`src/pkg/ssf_pkg.sv`:
```
// Package for the paged status readback and fuse programming block.
// Shared by the device end, the host end and the testbench.
package ssf_pkg;
   localparam int unsigned ssf_aw = 8;
   localparam int unsigned ssf_dw = 8;
   // Page codes
   localparam logic [7:0] ssf_page_master = 8'h00;
   localparam logic [7:0] ssf_page_clk_sup = 8'h01;
   localparam logic [7:0] ssf_page_input = 8'h02;
   localparam logic [7:0] ssf_page_output = 8'h03;
   localparam logic [7:0] ssf_page_loop_a = 8'h0a;
   localparam logic [7:0] ssf_page_loop_d = 8'h0d;
   localparam logic [7:0] ssf_page_reset = 8'h00;
   // Register offsets
   localparam logic [7:0] ssf_reg_lock_loss = 8'h02;
   localparam logic [7:0] ssf_reg_notify_mask = 8'h04;
   localparam logic [7:0] ssf_reg_fuse_burn = 8'h0f;
   localparam logic [7:0] ssf_reg_outer_cfg = 8'h17;
   localparam logic [7:0] ssf_reg_fuse_lock = 8'h2f;
   localparam logic [7:0] ssf_reg_ho_select = 8'hb3;
   localparam logic [7:0] ssf_reg_ho_data = 8'hb9;
   localparam logic [7:0] ssf_reg_state_data = 8'hd0;
   localparam logic [7:0] ssf_reg_state_sel = 8'hd1;
   localparam logic [7:0] ssf_reg_force_ovr = 8'he0;
   localparam logic [7:0] ssf_reg_force_en = 8'he1;
   localparam logic [7:0] ssf_reg_page = 8'hff;
   // Selectors and field values
   localparam logic [7:0] ssf_sel_state = 8'h40;
   localparam logic [7:0] ssf_sel_state_out = 8'h60;
   localparam logic [7:0] ssf_sel_state_loop = 8'h20;
   localparam logic [7:0] ssf_sel_holdover = 8'h0d;
   localparam logic [7:0] ssf_notify_unmask = 8'h01;
   localparam int unsigned ssf_ho_bit = 3;
   localparam int unsigned ssf_outer_off_bit = 7;
   localparam int unsigned ssf_wake_off_bit = 4;
   localparam logic [1:0] ssf_fuse_lock_val = 2'h1;
   localparam logic [4:0] ssf_fuse_burn_val = 5'h0c;
   localparam int unsigned ssf_nsect = 8;
   localparam int unsigned ssf_nforce = 7;
   localparam int unsigned ssf_state_reads = 3;
   localparam logic [7:0] ssf_reset_val = 8'h00;
   // Host command port registers
   localparam logic [3:0] ssf_cmd_ctrl = 4'h0;
   localparam logic [3:0] ssf_cmd_status = 4'h1;
   localparam logic [3:0] ssf_cmd_arg = 4'h2;
   localparam logic [3:0] ssf_cmd_result = 4'h3;
   // Host operation codes
   localparam logic [2:0] ssf_op_state = 3'h0;
   localparam logic [2:0] ssf_op_lock = 3'h1;
   localparam logic [2:0] ssf_op_holdover = 3'h2;
   localparam logic [2:0] ssf_op_fuse = 3'h3;
   localparam logic [2:0] ssf_op_wake_off = 3'h4;
   // Section state encodings per section class
   typedef enum {ssf_sect_idle, ssf_sect_wait, ssf_sect_active} ssf_sect_state_t;
   localparam logic [7:0] ssf_code_master_wait = 8'd9;
   localparam logic [7:0] ssf_code_master_act = 8'd36;
   localparam logic [7:0] ssf_code_clk_wait = 8'd5;
   localparam logic [7:0] ssf_code_clk_act = 8'd12;
   localparam logic [7:0] ssf_code_in_wait = 8'd7;
   localparam logic [7:0] ssf_code_in_act = 8'd23;
   localparam logic [7:0] ssf_code_out_wait = 8'd12;
   localparam logic [7:0] ssf_code_out_act = 8'd20;
   localparam logic [7:0] ssf_code_loop_wait = 8'd8;
   localparam logic [7:0] ssf_code_loop_act = 8'd48;
   localparam logic [7:0] ssf_code_idle = 8'd0;
endpackage

```
`src/pkg/ssf_if.sv`:
```
// Paged register link between the host controller and the device.
// Read data stand one cycle after the read strobe.
`timescale 1ns/1ps
interface ssf_if;
   logic [7:0] addr;
   logic [7:0] wdata;
   logic wr;
   logic rd;
   logic [7:0] rdata;
   modport device (input addr, input wdata, input wr, input rd, output rdata);
   modport host (output addr, output wdata, output wr, output rd, input rdata);
endinterface

```
`src/logic/ssf_sect_state.sv`:
```
// One section's state code as read back through the status data register.
// Assumes the section state is a stable level from the device's own logic.
`timescale 1ns/1ps
module ssf_sect_state
   import ssf_pkg::*;
#(
   parameter logic [7:0] wait_code = 8'd9,
   parameter logic [7:0] act_code = 8'd36
) (
   input wire logic clk,
   input wire logic rst,
   input wire logic powered,
   input wire logic active,
   output logic [7:0] code
);
   wire logic [7:0] next_code;
   // Held in a flop so repeated reads agree
   assign next_code = !powered ? ssf_code_idle : (active ? act_code : wait_code);
   always_ff @(posedge clk) begin
      if (rst) begin
         code <= ssf_code_idle;
      end else begin
         code <= next_code;
      end
   end
endmodule

```
`src/logic/ssf_device.sv`:
```
// Device end: paged register file, section state readback, loop status
// and fuse programming sequence. Host is the only master on the link.
// Operation
// page codes 0-3 select master, supervision, input, output
// page codes 0x0A-0x0D select loops A-D
// master selector 0x40 reads 9, 0, 36
// supervision selector 0x40 low bits read 5, 0, 12
// input selector 0x40 low bits read 7, 0, 23
// output selector 0x60 reads 12, 0, 20
// loop selector 0x20 reads 8, 0, 48
// host reads status data three times
// host waits for master wait state first; the host end does not wait for it
// unmasked loop bit 0 shows unlock
// outer loop disabled bit reads holdover profile
// holdover select 0x0D, then bit 3 reads holdover
// force override bits for seven sections
// forced enable bits power seven sections
// host powers section before fuse command; the host end writes no force bits before it
// bits 7:6 value 1 locks page fuses
// bits 7:3 value 0x0C burns page fuses
// master bit 4 removes manual wake-up
// page select applies at once, reads back
// status data stable across repeated reads
//
// The strobed register port is this design's own decision.
`timescale 1ns/1ps
module ssf_device
   import ssf_pkg::*;
(
   input wire logic clk,
   input wire logic rst,
   ssf_if.device link,
   input wire logic [3:0] loop_unlocked,
   input wire logic [3:0] loop_holdover,
   input wire logic [ssf_nsect-1:0] sect_active,
   output logic [ssf_nsect-1:0] sect_powered,
   output logic [ssf_nsect-1:0] fuse_locked,
   output logic [ssf_nsect-1:0] fuse_burn,
   output logic manual_wake_off,
   output logic [7:0] current_page
);
   // Section index: 0 master, 1 supervision, 2 input, 3 output, 4-7 loops
   logic [7:0] page;
   logic [7:0] state_sel [ssf_nsect];
   logic [7:0] fuse_reg [ssf_nsect];
   logic [7:0] mask_reg [4];
   logic [7:0] outer_cfg [4];
   logic [7:0] ho_sel [4];
   logic [6:0] force_ovr;
   logic [6:0] force_en;
   logic [7:0] burn_reg [ssf_nsect];
   logic [7:0] rdata;
   wire logic [7:0] codes [ssf_nsect];
   wire logic is_loop;
   wire logic page_valid;
   wire logic [2:0] sidx;
   wire logic [1:0] lidx;
   wire logic [7:0] state_val;
   wire logic [7:0] sel_need;
   wire logic [7:0] next_rdata;
   wire logic [ssf_nsect-1:0] powered;
   wire logic wr_burn;
   wire logic [6:0] forced;

   assign is_loop = page >= ssf_page_loop_a && page <= ssf_page_loop_d;
   assign page_valid = is_loop || page <= ssf_page_output;
   assign lidx = 2'(page - ssf_page_loop_a);
   assign sidx = is_loop ? {1'b1, lidx} : page[2:0];
   // Master always on; subordinates only by forced power-up
   // Force bit 0 is input, bit 1 supervision
   assign forced = force_ovr & force_en;
   assign powered = {forced[6:3], forced[2], forced[0], forced[1], 1'b1};

   ssf_sect_state #(.wait_code(ssf_code_master_wait), .act_code(ssf_code_master_act))
      u_m (.clk(clk), .rst(rst), .powered(powered[0]), .active(sect_active[0]),
           .code(codes[0]));
   ssf_sect_state #(.wait_code(ssf_code_clk_wait), .act_code(ssf_code_clk_act))
      u_c (.clk(clk), .rst(rst), .powered(powered[1]), .active(sect_active[1]),
           .code(codes[1]));
   ssf_sect_state #(.wait_code(ssf_code_in_wait), .act_code(ssf_code_in_act))
      u_i (.clk(clk), .rst(rst), .powered(powered[2]), .active(sect_active[2]),
           .code(codes[2]));
   ssf_sect_state #(.wait_code(ssf_code_out_wait), .act_code(ssf_code_out_act))
      u_o (.clk(clk), .rst(rst), .powered(powered[3]), .active(sect_active[3]),
           .code(codes[3]));
   for (genvar g = 4; g < ssf_nsect; g++) begin : g_loop
      ssf_sect_state #(.wait_code(ssf_code_loop_wait), .act_code(ssf_code_loop_act))
         u_l (.clk(clk), .rst(rst), .powered(powered[g]), .active(sect_active[g]),
              .code(codes[g]));
   end

   assign sel_need = sidx == 3'd3 ? ssf_sel_state_out :
                     (is_loop ? ssf_sel_state_loop : ssf_sel_state);
   // Supervision shows four bits, input and output five
   assign state_val = state_sel[sidx] != sel_need ? ssf_reset_val :
                      sidx == 3'd1 ? {4'h0, codes[1][3:0]} :
                      (sidx == 3'd2 || sidx == 3'd3) ? {3'h0, codes[sidx][4:0]} :
                      codes[sidx];

   function automatic logic [7:0] rd_mux(input logic [7:0] a);
      logic [7:0] v;
      v = ssf_reset_val;
      case (a)
         ssf_reg_page: v = page;
         ssf_reg_state_data: v = state_val;
         ssf_reg_state_sel: v = state_sel[sidx];
         ssf_reg_fuse_burn: v = burn_reg[sidx];
         ssf_reg_fuse_lock: v = fuse_reg[sidx];
         ssf_reg_force_ovr: v = sidx == 3'd0 ? {1'b0, force_ovr} : ssf_reset_val;
         ssf_reg_force_en: v = sidx == 3'd0 ? {1'b0, force_en} : ssf_reset_val;
         ssf_reg_notify_mask: v = is_loop ? mask_reg[lidx] : ssf_reset_val;
         ssf_reg_lock_loss: v = is_loop ?
            {7'h0, mask_reg[lidx][0] & loop_unlocked[lidx]} : ssf_reset_val;
         ssf_reg_outer_cfg: v = is_loop ? outer_cfg[lidx] : ssf_reset_val;
         ssf_reg_ho_select: v = is_loop ? ho_sel[lidx] : ssf_reset_val;
         ssf_reg_ho_data: v = (is_loop && ho_sel[lidx] == ssf_sel_holdover) ?
            8'(32'(loop_holdover[lidx] | outer_cfg[lidx][ssf_outer_off_bit]) << ssf_ho_bit) :
            ssf_reset_val;
         default: v = ssf_reset_val;
      endcase
      return v;
   endfunction

   assign next_rdata = link.rd ? rd_mux(link.addr) : ssf_reset_val;
   assign wr_burn = link.wr && link.addr == ssf_reg_fuse_burn && page_valid;

   always_ff @(posedge clk) begin
      if (rst) begin
         page <= ssf_page_reset;
         force_ovr <= 7'h00;
         force_en <= 7'h00;
         manual_wake_off <= 1'b0;
         rdata <= ssf_reset_val;
         for (int i = 0; i < ssf_nsect; i++) begin
            state_sel[i] <= ssf_reset_val;
            fuse_reg[i] <= ssf_reset_val;
            burn_reg[i] <= ssf_reset_val;
         end
         for (int i = 0; i < 4; i++) begin
            mask_reg[i] <= ssf_reset_val;
            outer_cfg[i] <= ssf_reset_val;
            ho_sel[i] <= ssf_reset_val;
         end
      end else begin
         rdata <= next_rdata;
         if (link.wr && link.addr == ssf_reg_page) begin
            page <= link.wdata;
         end
         if (link.wr && page_valid) begin
            case (link.addr)
               ssf_reg_state_sel: state_sel[sidx] <= link.wdata;
               ssf_reg_fuse_lock: fuse_reg[sidx] <= link.wdata;
               ssf_reg_fuse_burn: burn_reg[sidx] <= link.wdata;
               ssf_reg_force_ovr: if (sidx == 3'd0) force_ovr <= link.wdata[6:0];
               ssf_reg_force_en: if (sidx == 3'd0) force_en <= link.wdata[6:0];
               ssf_reg_notify_mask: if (is_loop) mask_reg[lidx] <= link.wdata;
               ssf_reg_outer_cfg: if (is_loop) outer_cfg[lidx] <= link.wdata;
               ssf_reg_ho_select: if (is_loop) ho_sel[lidx] <= link.wdata;
               default: ;
            endcase
            if (link.addr == ssf_reg_fuse_lock && sidx == 3'd0) begin
               manual_wake_off <= link.wdata[ssf_wake_off_bit];
            end
         end
      end
   end

   assign link.rdata = rdata;

   always_ff @(posedge clk) begin
      if (rst) begin
         sect_powered <= '0;
         fuse_locked <= '0;
         fuse_burn <= '0;
         current_page <= ssf_page_reset;
      end else begin
         sect_powered <= powered;
         current_page <= page;
         for (int i = 0; i < ssf_nsect; i++) begin
            fuse_locked[i] <= fuse_reg[i][7:6] == ssf_fuse_lock_val;
            // One-cycle burn pulse, only for a powered section
            fuse_burn[i] <= wr_burn && sidx == 3'(i) && powered[i] &&
                            link.wdata[7:3] == ssf_fuse_burn_val;
         end
      end
   end
endmodule

```
`src/flat_wrapper.sv`:
```
// flat-port wrapper written by rule: the top's interface ports become plain ports
module ssf_device_flat import ssf_pkg::*;
  (clk, rst, loop_unlocked, loop_holdover, sect_active, sect_powered, fuse_locked, fuse_burn, manual_wake_off, current_page, link_addr, link_wdata, link_wr, link_rd, link_rdata);
  ssf_if link_i ();
  input wire logic clk;
  input wire logic rst;
  input wire logic [3:0] loop_unlocked;
  input wire logic [3:0] loop_holdover;
  input wire logic [ssf_nsect-1:0] sect_active;
  output logic [ssf_nsect-1:0] sect_powered;
  output logic [ssf_nsect-1:0] fuse_locked;
  output logic [ssf_nsect-1:0] fuse_burn;
  output logic manual_wake_off;
  output logic [7:0] current_page;
  input wire logic [$bits(link_i.addr)-1:0] link_addr;
  input wire logic [$bits(link_i.wdata)-1:0] link_wdata;
  input wire logic [$bits(link_i.wr)-1:0] link_wr;
  input wire logic [$bits(link_i.rd)-1:0] link_rd;
  output wire logic [$bits(link_i.rdata)-1:0] link_rdata;
  assign link_i.addr = link_addr;
  assign link_i.wdata = link_wdata;
  assign link_i.wr = link_wr;
  assign link_i.rd = link_rd;
  assign link_rdata = link_i.rdata;
  ssf_device u_core (.clk(clk), .rst(rst), .link(link_i), .loop_unlocked(loop_unlocked), .loop_holdover(loop_holdover), .sect_active(sect_active), .sect_powered(sect_powered), .fuse_locked(fuse_locked), .fuse_burn(fuse_burn), .manual_wake_off(manual_wake_off), .current_page(current_page));
endmodule
```
`config.mk`:
```
export PLATFORM = sky130hd
export DESIGN_NAME = ssf_device_flat
export DESIGN_NICKNAME = d
export VERILOG_FILES = /design/src/pkg/ssf_pkg.sv /design/src/pkg/ssf_if.sv /design/src/logic/ssf_sect_state.sv /design/src/logic/ssf_device.sv /design/src/flat_wrapper.sv
export SDC_FILE = /design/constraint.sdc
export NUM_CORES = 1
export LEC_CHECK = 0
export BUFFER_PORTS_ARGS = -buffer_cell sky130_fd_sc_hd__buf_2
export CAP_MARGIN = 20
export CORE_MARGIN = 2
export CORE_UTILIZATION = 45
export DETAILED_ROUTE_END_ITERATION = 8
export SLEW_MARGIN = 20
export SYNTH_ARGS = -nofsm -noshare
export SYNTH_HDL_FRONTEND = slang
export SYNTH_SLANG_ARGS = --single-unit
export TNS_END_PERCENT = 1
```
`constraint.sdc`:
```
create_clock -name clk -period 3 [get_ports clk]
set_input_delay 0.15 -clock clk [delete_from_list [all_inputs] [get_ports clk]]
set_output_delay 0.15 -clock clk [all_outputs]
set_load 0.01 [all_outputs]
```
# Word-level counts from Yosys, hierarchy flattened

Memories as Yosys holds them, arrays and structs flattened.
Index checks and enable logic that the tools add are counted.

Register bits: 127
Memory bits (writable): 288
Output and inout bits: 41
Word-level logic and storage cells: 197
Memories kept: 6

Memories:

| name             | depth | width | read ports | clocked after Yosys merged registers in | wr ports | RTL line         | RTL |
|---|---|---|---|---|---|---|---|
| u_core.burn_reg  | 8     | 8     | 1          | 0                                       | 8        | ssf_device.sv:51 | `logic [7:0] burn_reg [ssf_nsect];` |
| u_core.fuse_reg  | 8     | 8     | 9          | 0                                       | 8        | ssf_device.sv:45 | `logic [7:0] fuse_reg [ssf_nsect];` |
| u_core.state_sel | 8     | 8     | 1          | 0                                       | 8        | ssf_device.sv:44 | `logic [7:0] state_sel [ssf_nsect];` |
| u_core.ho_sel    | 4     | 8     | 1          | 0                                       | 4        | ssf_device.sv:48 | `logic [7:0] ho_sel [4];` |
| u_core.mask_reg  | 4     | 8     | 1          | 0                                       | 4        | ssf_device.sv:46 | `logic [7:0] mask_reg [4];` |
| u_core.outer_cfg | 4     | 8     | 1          | 0                                       | 4        | ssf_device.sv:47 | `logic [7:0] outer_cfg [4];` |

Add/subtract/negate cells: 1
$lt $le $gt $ge: 5
Equality and inequality tests: 30
Mux-type cells: 75
Bitwise gates (word level): 12
Reduce and logical (&&, ||, !) cells: 50

Operator list:

| cell                 | number |
|---|---|
| $mux W8              | 16 |
| $pmux W8 S12         | 1 |
| $eq A8 B8 Y1 const B | 7 |
| $reduce_or A8 Y1     | 6 |
| $mux W1              | 37 |
| $logic_and A1 B1 Y1  | 30 |
| $mux W6              | 5 |
| $bmux W8 S3          | 1 |
| $mux W7              | 3 |
| $eq A2 B1 Y1 const B | 8 |
| $eq A8 B4 Y1 const B | 2 |
| $reduce_or A2 Y1     | 8 |
| $eq A3 B3 Y1 const B | 4 |
| $mux W3              | 4 |
| $mux W5              | 2 |
| $eq A8 B2 Y1 const B | 1 |
| $eq A8 B3 Y1 const B | 1 |
| $eq A8 B5 Y1 const B | 1 |
| $eq A8 B6 Y1 const B | 1 |
| $ge A8 B4 Y1 const B | 1 |
| $le A8 B2 Y1 const B | 1 |
| $le A8 B4 Y1 const B | 1 |
| $ne A8 B8 Y1         | 1 |
| $not A1 Y1           | 8 |
| 17 further kinds     | 23 |

# Longest topological paths before layout

Word-level depth: 11
Mapped depth: 12

# Cells and area by module

Synthesis repeated with hierarchy kept, for this count alone.

Cell total of the unflattened synthesis: 1644
Area, all modules: 18490.2 um^2

By module, submodules not included:

| module                                    | instances | cells each | area each (um^2) |
|---|---|---|---|
| ssf_device                                | 1         | 1554       | 17588.1 |
| ssf_sect_state (u_core.g_loop[4].u_l ...) | 5         | 11         | 110.1 |
| ssf_sect_state (u_core.u_c ...)           | 2         | 12         | 123.9 |
| ssf_sect_state (u_core.u_i)               | 1         | 11         | 103.8 |

# Worst setup path before layout

Ideal clock, no wire load.

Path type: reg-to-reg
From: register u_core.page[0]
To: memory u_core.outer_cfg[3][0] (enable)
Data arrival time: 2.571 ns
Required time: 2.616 ns
Slack: 0.045 ns
Cell stages (with the launch flop): 10
Path buffers: 7
Cells stage by stage: dfxtp_1 > buf_2 > buf_2 > buf_2 > buf_4 > buf_2 > buf_2 > buf_2 > nand3_1 > o21ai_0

RTL lines:

| element                | RTL line          | RTL |
|---|---|---|
| from (decl)            | ssf_device.sv:43  | `logic [7:0] page;` |
| from (signal assigned) | ssf_device.sv:129 | `page <= ssf_page_reset;` |
| from (signal assigned) | ssf_device.sv:147 | `page <= link.wdata;` |
| to (decl)              | ssf_device.sv:47  |  |

# Worst setup path after layout

From: register u_core.page[1]
To: register u_core.rdata[2], in the netlist u_core.link.rdata[2]

Word-level cells in the longest chain between the ends: 11

Ends and longest elaborated chain:

| element                                             | RTL line                           | RTL |
|---|---|---|
| $ge A8 B4 Y1 / $le A8 B4 Y1 (equally long branches) | ssf_device.sv:65                   | `assign is_loop = page >= ssf_page_loop_a && page <= ssf_page_loop_d;` |
| $logic_and A1 B1 Y1                                 | ssf_device.sv:65                   |  |
| $mux W3                                             | ssf_device.sv:68                   | `assign sidx = is_loop ? {1'b1, lidx} : page[2:0];` |
| $not A3 Y4 (implied by the code)                    | ssf_device.sv:97, ssf_device.sv:98 |  |
| $bmux W8 S3                                         | ssf_device.sv:97, ssf_device.sv:98 |  |
| $mux W8 (implied by the code) (2 in series)         | ssf_device.sv:97                   | `(sidx == 3'd2 \|\| sidx == 3'd3) ? {3'h0, codes[sidx][4:0]} :` |
| $mux W8                                             | ssf_device.sv:97                   |  |
| $mux W8                                             | ssf_device.sv:96                   | `sidx == 3'd1 ? {4'h0, codes[1][3:0]} :` |
| $mux W8                                             | ssf_device.sv:95                   | `assign state_val = state_sel[sidx] != sel_need ? ssf_reset_val :` |
| $pmux W8 S12 *                                      | ssf_device.sv:103                  | `case (a)` |
| to (signal assigned)                                | ssf_device.sv:133                  | `rdata <= ssf_reset_val;` |
| to (signal assigned)                                | ssf_device.sv:145                  | `rdata <= next_rdata;` |
| to (decl)                                           | ssf_device.sv:52                   | `logic [7:0] rdata;` |

Every way passes the cells marked *; elsewhere a longest branch is shown, timed or not. The select of a mux whose other input is x is not followed.
A chain may end at the register's enable or synchronous reset.

==> flow_summary.yaml <==
place:
  pre_cts_ws_ns: 0.1201
  hpwl_mm: 38.75
  gp_congestion: 0.9495
  placed_cell_area_mm2: 0.01929
  io_buffers: 76
  place_inst: 2098
global_route:
  antenna_found_initial: 2
  grt_pass1_wl_mm: 83.93
  grtUsageMet3_pct: 6.180
  grt_use_total_pct: 27.59
  grtUsageMet1_pct: 40.82
  grt_max_degree: 57
  top_usage_layer: "met1"
  grt-ovfl-total: 0
  met2_usage_pct: 40.45
  grt_pass1_vias: 12540
setup_path:
  crit_fanout: 26
  cp_slowest_cell: "dfxtp_4"
  arrival_ns: 3.38
  max_stage_delay_ns: 0.56
  crit_top_cell: "buf_4"
  path_class: "reg2reg"
  cp-start-kind: "flip-flop"
  reg2reg_depth: 9
  cp-end-kind: "flip-flop"
  cp_data_required_time_ns: 3.44
  crit_chain: "nand2b_1 -> a211oi_2 -> buf_4 -> buf_4 -> a32oi_1 -> nand4_1 -> a31oi_1 -> a41oi_1 -> a31o_1"
synth:
  synth_fa_ha_area_share_pct: 0
  synth_top_area_share_pct: 48.78
  muxShareOfSynthArea_pct: 6.097
  ys_types: 85
  netlist_area_mm2: 0.01773
  syn_avg_cell_area_um2: 11.77
  synth_edf_count: 288
  synth_top_family_by_area: "simple AND/OR/NAND/NOR gates"
  synthTopCellsByCount: "288 x edfxtp_1, 280 x and2_1, 82 x clkbuf_1"
  synthSimpleGateAreaFrac_pct: 21.35
  netlist_instances: 1507
  synth.most_common_cell: "edfxtp_1"
  syn_nets: 1543
  ys_seq_elements: 369
  synth_xor_area_share_pct: 0.1482
  synth.area.top_cells: "edfxtp_1 49%, and2_1 9.9%, dfxtp_1 9.1%"
  ys_seq_area_share_pct: 57.92
  synth-compound-area-share_pct: 11.06
  synth_largest_area_cell: "edfxtp_1"
  yosysWarnings: 0
  synth-async-reset-ratio_pct: 0
  synth-main-ff-cell: "edfxtp_1"
drt:
  drtIter0Drc: 1536
  wl_per_cell_um: 25.84
  drtPass1Iterations: 6
  totalWireLength_mm: 56.34
  drc: 0
  drtAntennaViolNets: 0
  vias: 13270
  viasPerCell: 6.088
cells_and_area:
  fin_cells: 2180
  area_delta_synth_final_pct: 16.53
  layout-drive-gt1-share_pct: 21.13
  finalInstanceArea_mm2: 0.02066
  layout.nets: 1667
cts:
  htreeDepth: 2
  cts_tree: "built"
  cts-root-buf: "clkbuf_16"
  cts_inserted_buffers: 40
  clockBufferDepth: 3
  post_cts_buffers: 0
  clock_latency_ns: 0.55
  path_clk_slew_ns: 0.06
  cts.sinks: 369
sta:
  hold_viol_final: 0
  fin_worst_skew_ns: 0.01507
  period_minus_slack_ns: 2.940
  rsz0062_at_grt: "yes"
  max_freq_mhz: 340.2
  fin_ws_ns: 0.06014
  post-route-period-util_pct: 98.00
  final_max_slew_viol_count: 0
  slew_headroom_pct: 32.10
  finalSetupViolations: 0
  worstMarginPinSlew_ns: 1.019
floorplanning:
  core_mm2: 0.03874
  ios: 77
  fp.dieW_um: 202.5
  die_area_mm2: 0.04101
  num_rows: 72
  start_util_pct: 45.77
  die_height_um: 202.5
run:
  maxCapViolations: 0
outcome:
  status: "complete, no violations"
power_and_ir_drop:
  peakVddDrop_mv: 0.4536
  leakage_nw: 7.686
  power_density_mw_per_mm2: 528.0
  total_power_mw: 10.91
min_path:
  whs_path_depth: 4
  hold_class: "in2reg"
-- metal layers --
layer,routed length [µm],up-vias
met3,5730,124
li1,-,5884
met5,11,-
met2,24370,727
met4,1705,2
met1,24520,6534
-- final cells by class --
cell class / instances / area [µm²]
antenna: 1 / 2.502
clock buffer: 58 / 1160
clock inverter: 14 / 100.1
fill: 3329 / 18070
inverter: 16 / 60.06
multi-input combinational: 992 / 6889
sequential: 369 / 10280
tap: 518 / 648.1
timing repair buffer: 212 / 1524
-- worst max-delay path, delay by kind of cell (launching register included) --
family / cells / cell delay (ns)
buf+inv: 2 / 0.35
simple gates: 2 / 0.67
compound gates: 5 / 1.24
flops: 1 / 0.56
-- repair_timing --
action | in CTS | in global routing
setup endpoints to repair | 0 | 18
hold buffers | 9 | 0
resized for setup | 0 | 5
hold endpoints to repair | 16 | 0
-- path summary, 6_finish.rpt --
| kind | start | slack (ns) | end |
|---|---|---|---|
| hold reg to reg | u_core.fuse_reg[6][7]$_SDFFCE_PN0P_ | 0.44 | u_core.fuse_locked[6]$_SDFF_PP0_ |
| setup / recovery | u_core.page[1]$_SDFFE_PP0P_ | 0.06 | u_core.link.rdata[2]$_SDFF_PP0_ |
| hold / removal | link_wr | 0.09 | u_core.page[0]$_SDFFE_PP0P_ |
| setup reg to reg | u_core.page[1]$_SDFFE_PP0P_ | 0.06 | u_core.link.rdata[2]$_SDFF_PP0_ |
-- power breakdown --
group	internal, mW	total, mW	switching [mW]
Combinational	0.136	0.434	0.297
Sequential	5.63	5.70	0.0709
Clock	2.77	4.78	2.01
-- cells in the final DEF (no fill, tap or decap), types with 40 or more instances in the layout --
cell type and instances:
edfxtp_1 288, and2_1 280, buf_4 119, nand2_1 81
dfxtp_1 78, buf_2 76, nand3_1 62, nor2_1 57
a21oi_1 51, o21ai_0 48, clkbuf_16 41, mux4_2 40
-- logic make-up (layout without fill, tap and decap cells) --
logic type / Yosys count / after routing
AND/OR/NAND/NOR: 657 / 657
flip-flops: 369 / 369
AO/OA/AOI/OAI: 275 / 275
buffers and inverters: 146 / 300
multiplexers: 57 / 57
XOR/XNOR: 3 / 3
other: 0 / 1
-- metrics by stage --
step	utilization [%]	hold WS [ns]	TNS [ns]
floorplan	-	0.2224	0
global placement	49.80	0.3325	0
detailed placement	49.80	0.3284	0
CTS	53.28	0.07195	0
global route	53.33	0.07848	-0.1548
finish	53.34	0.09316	0
Note: power is estimated with default switching activity, not from simulation.
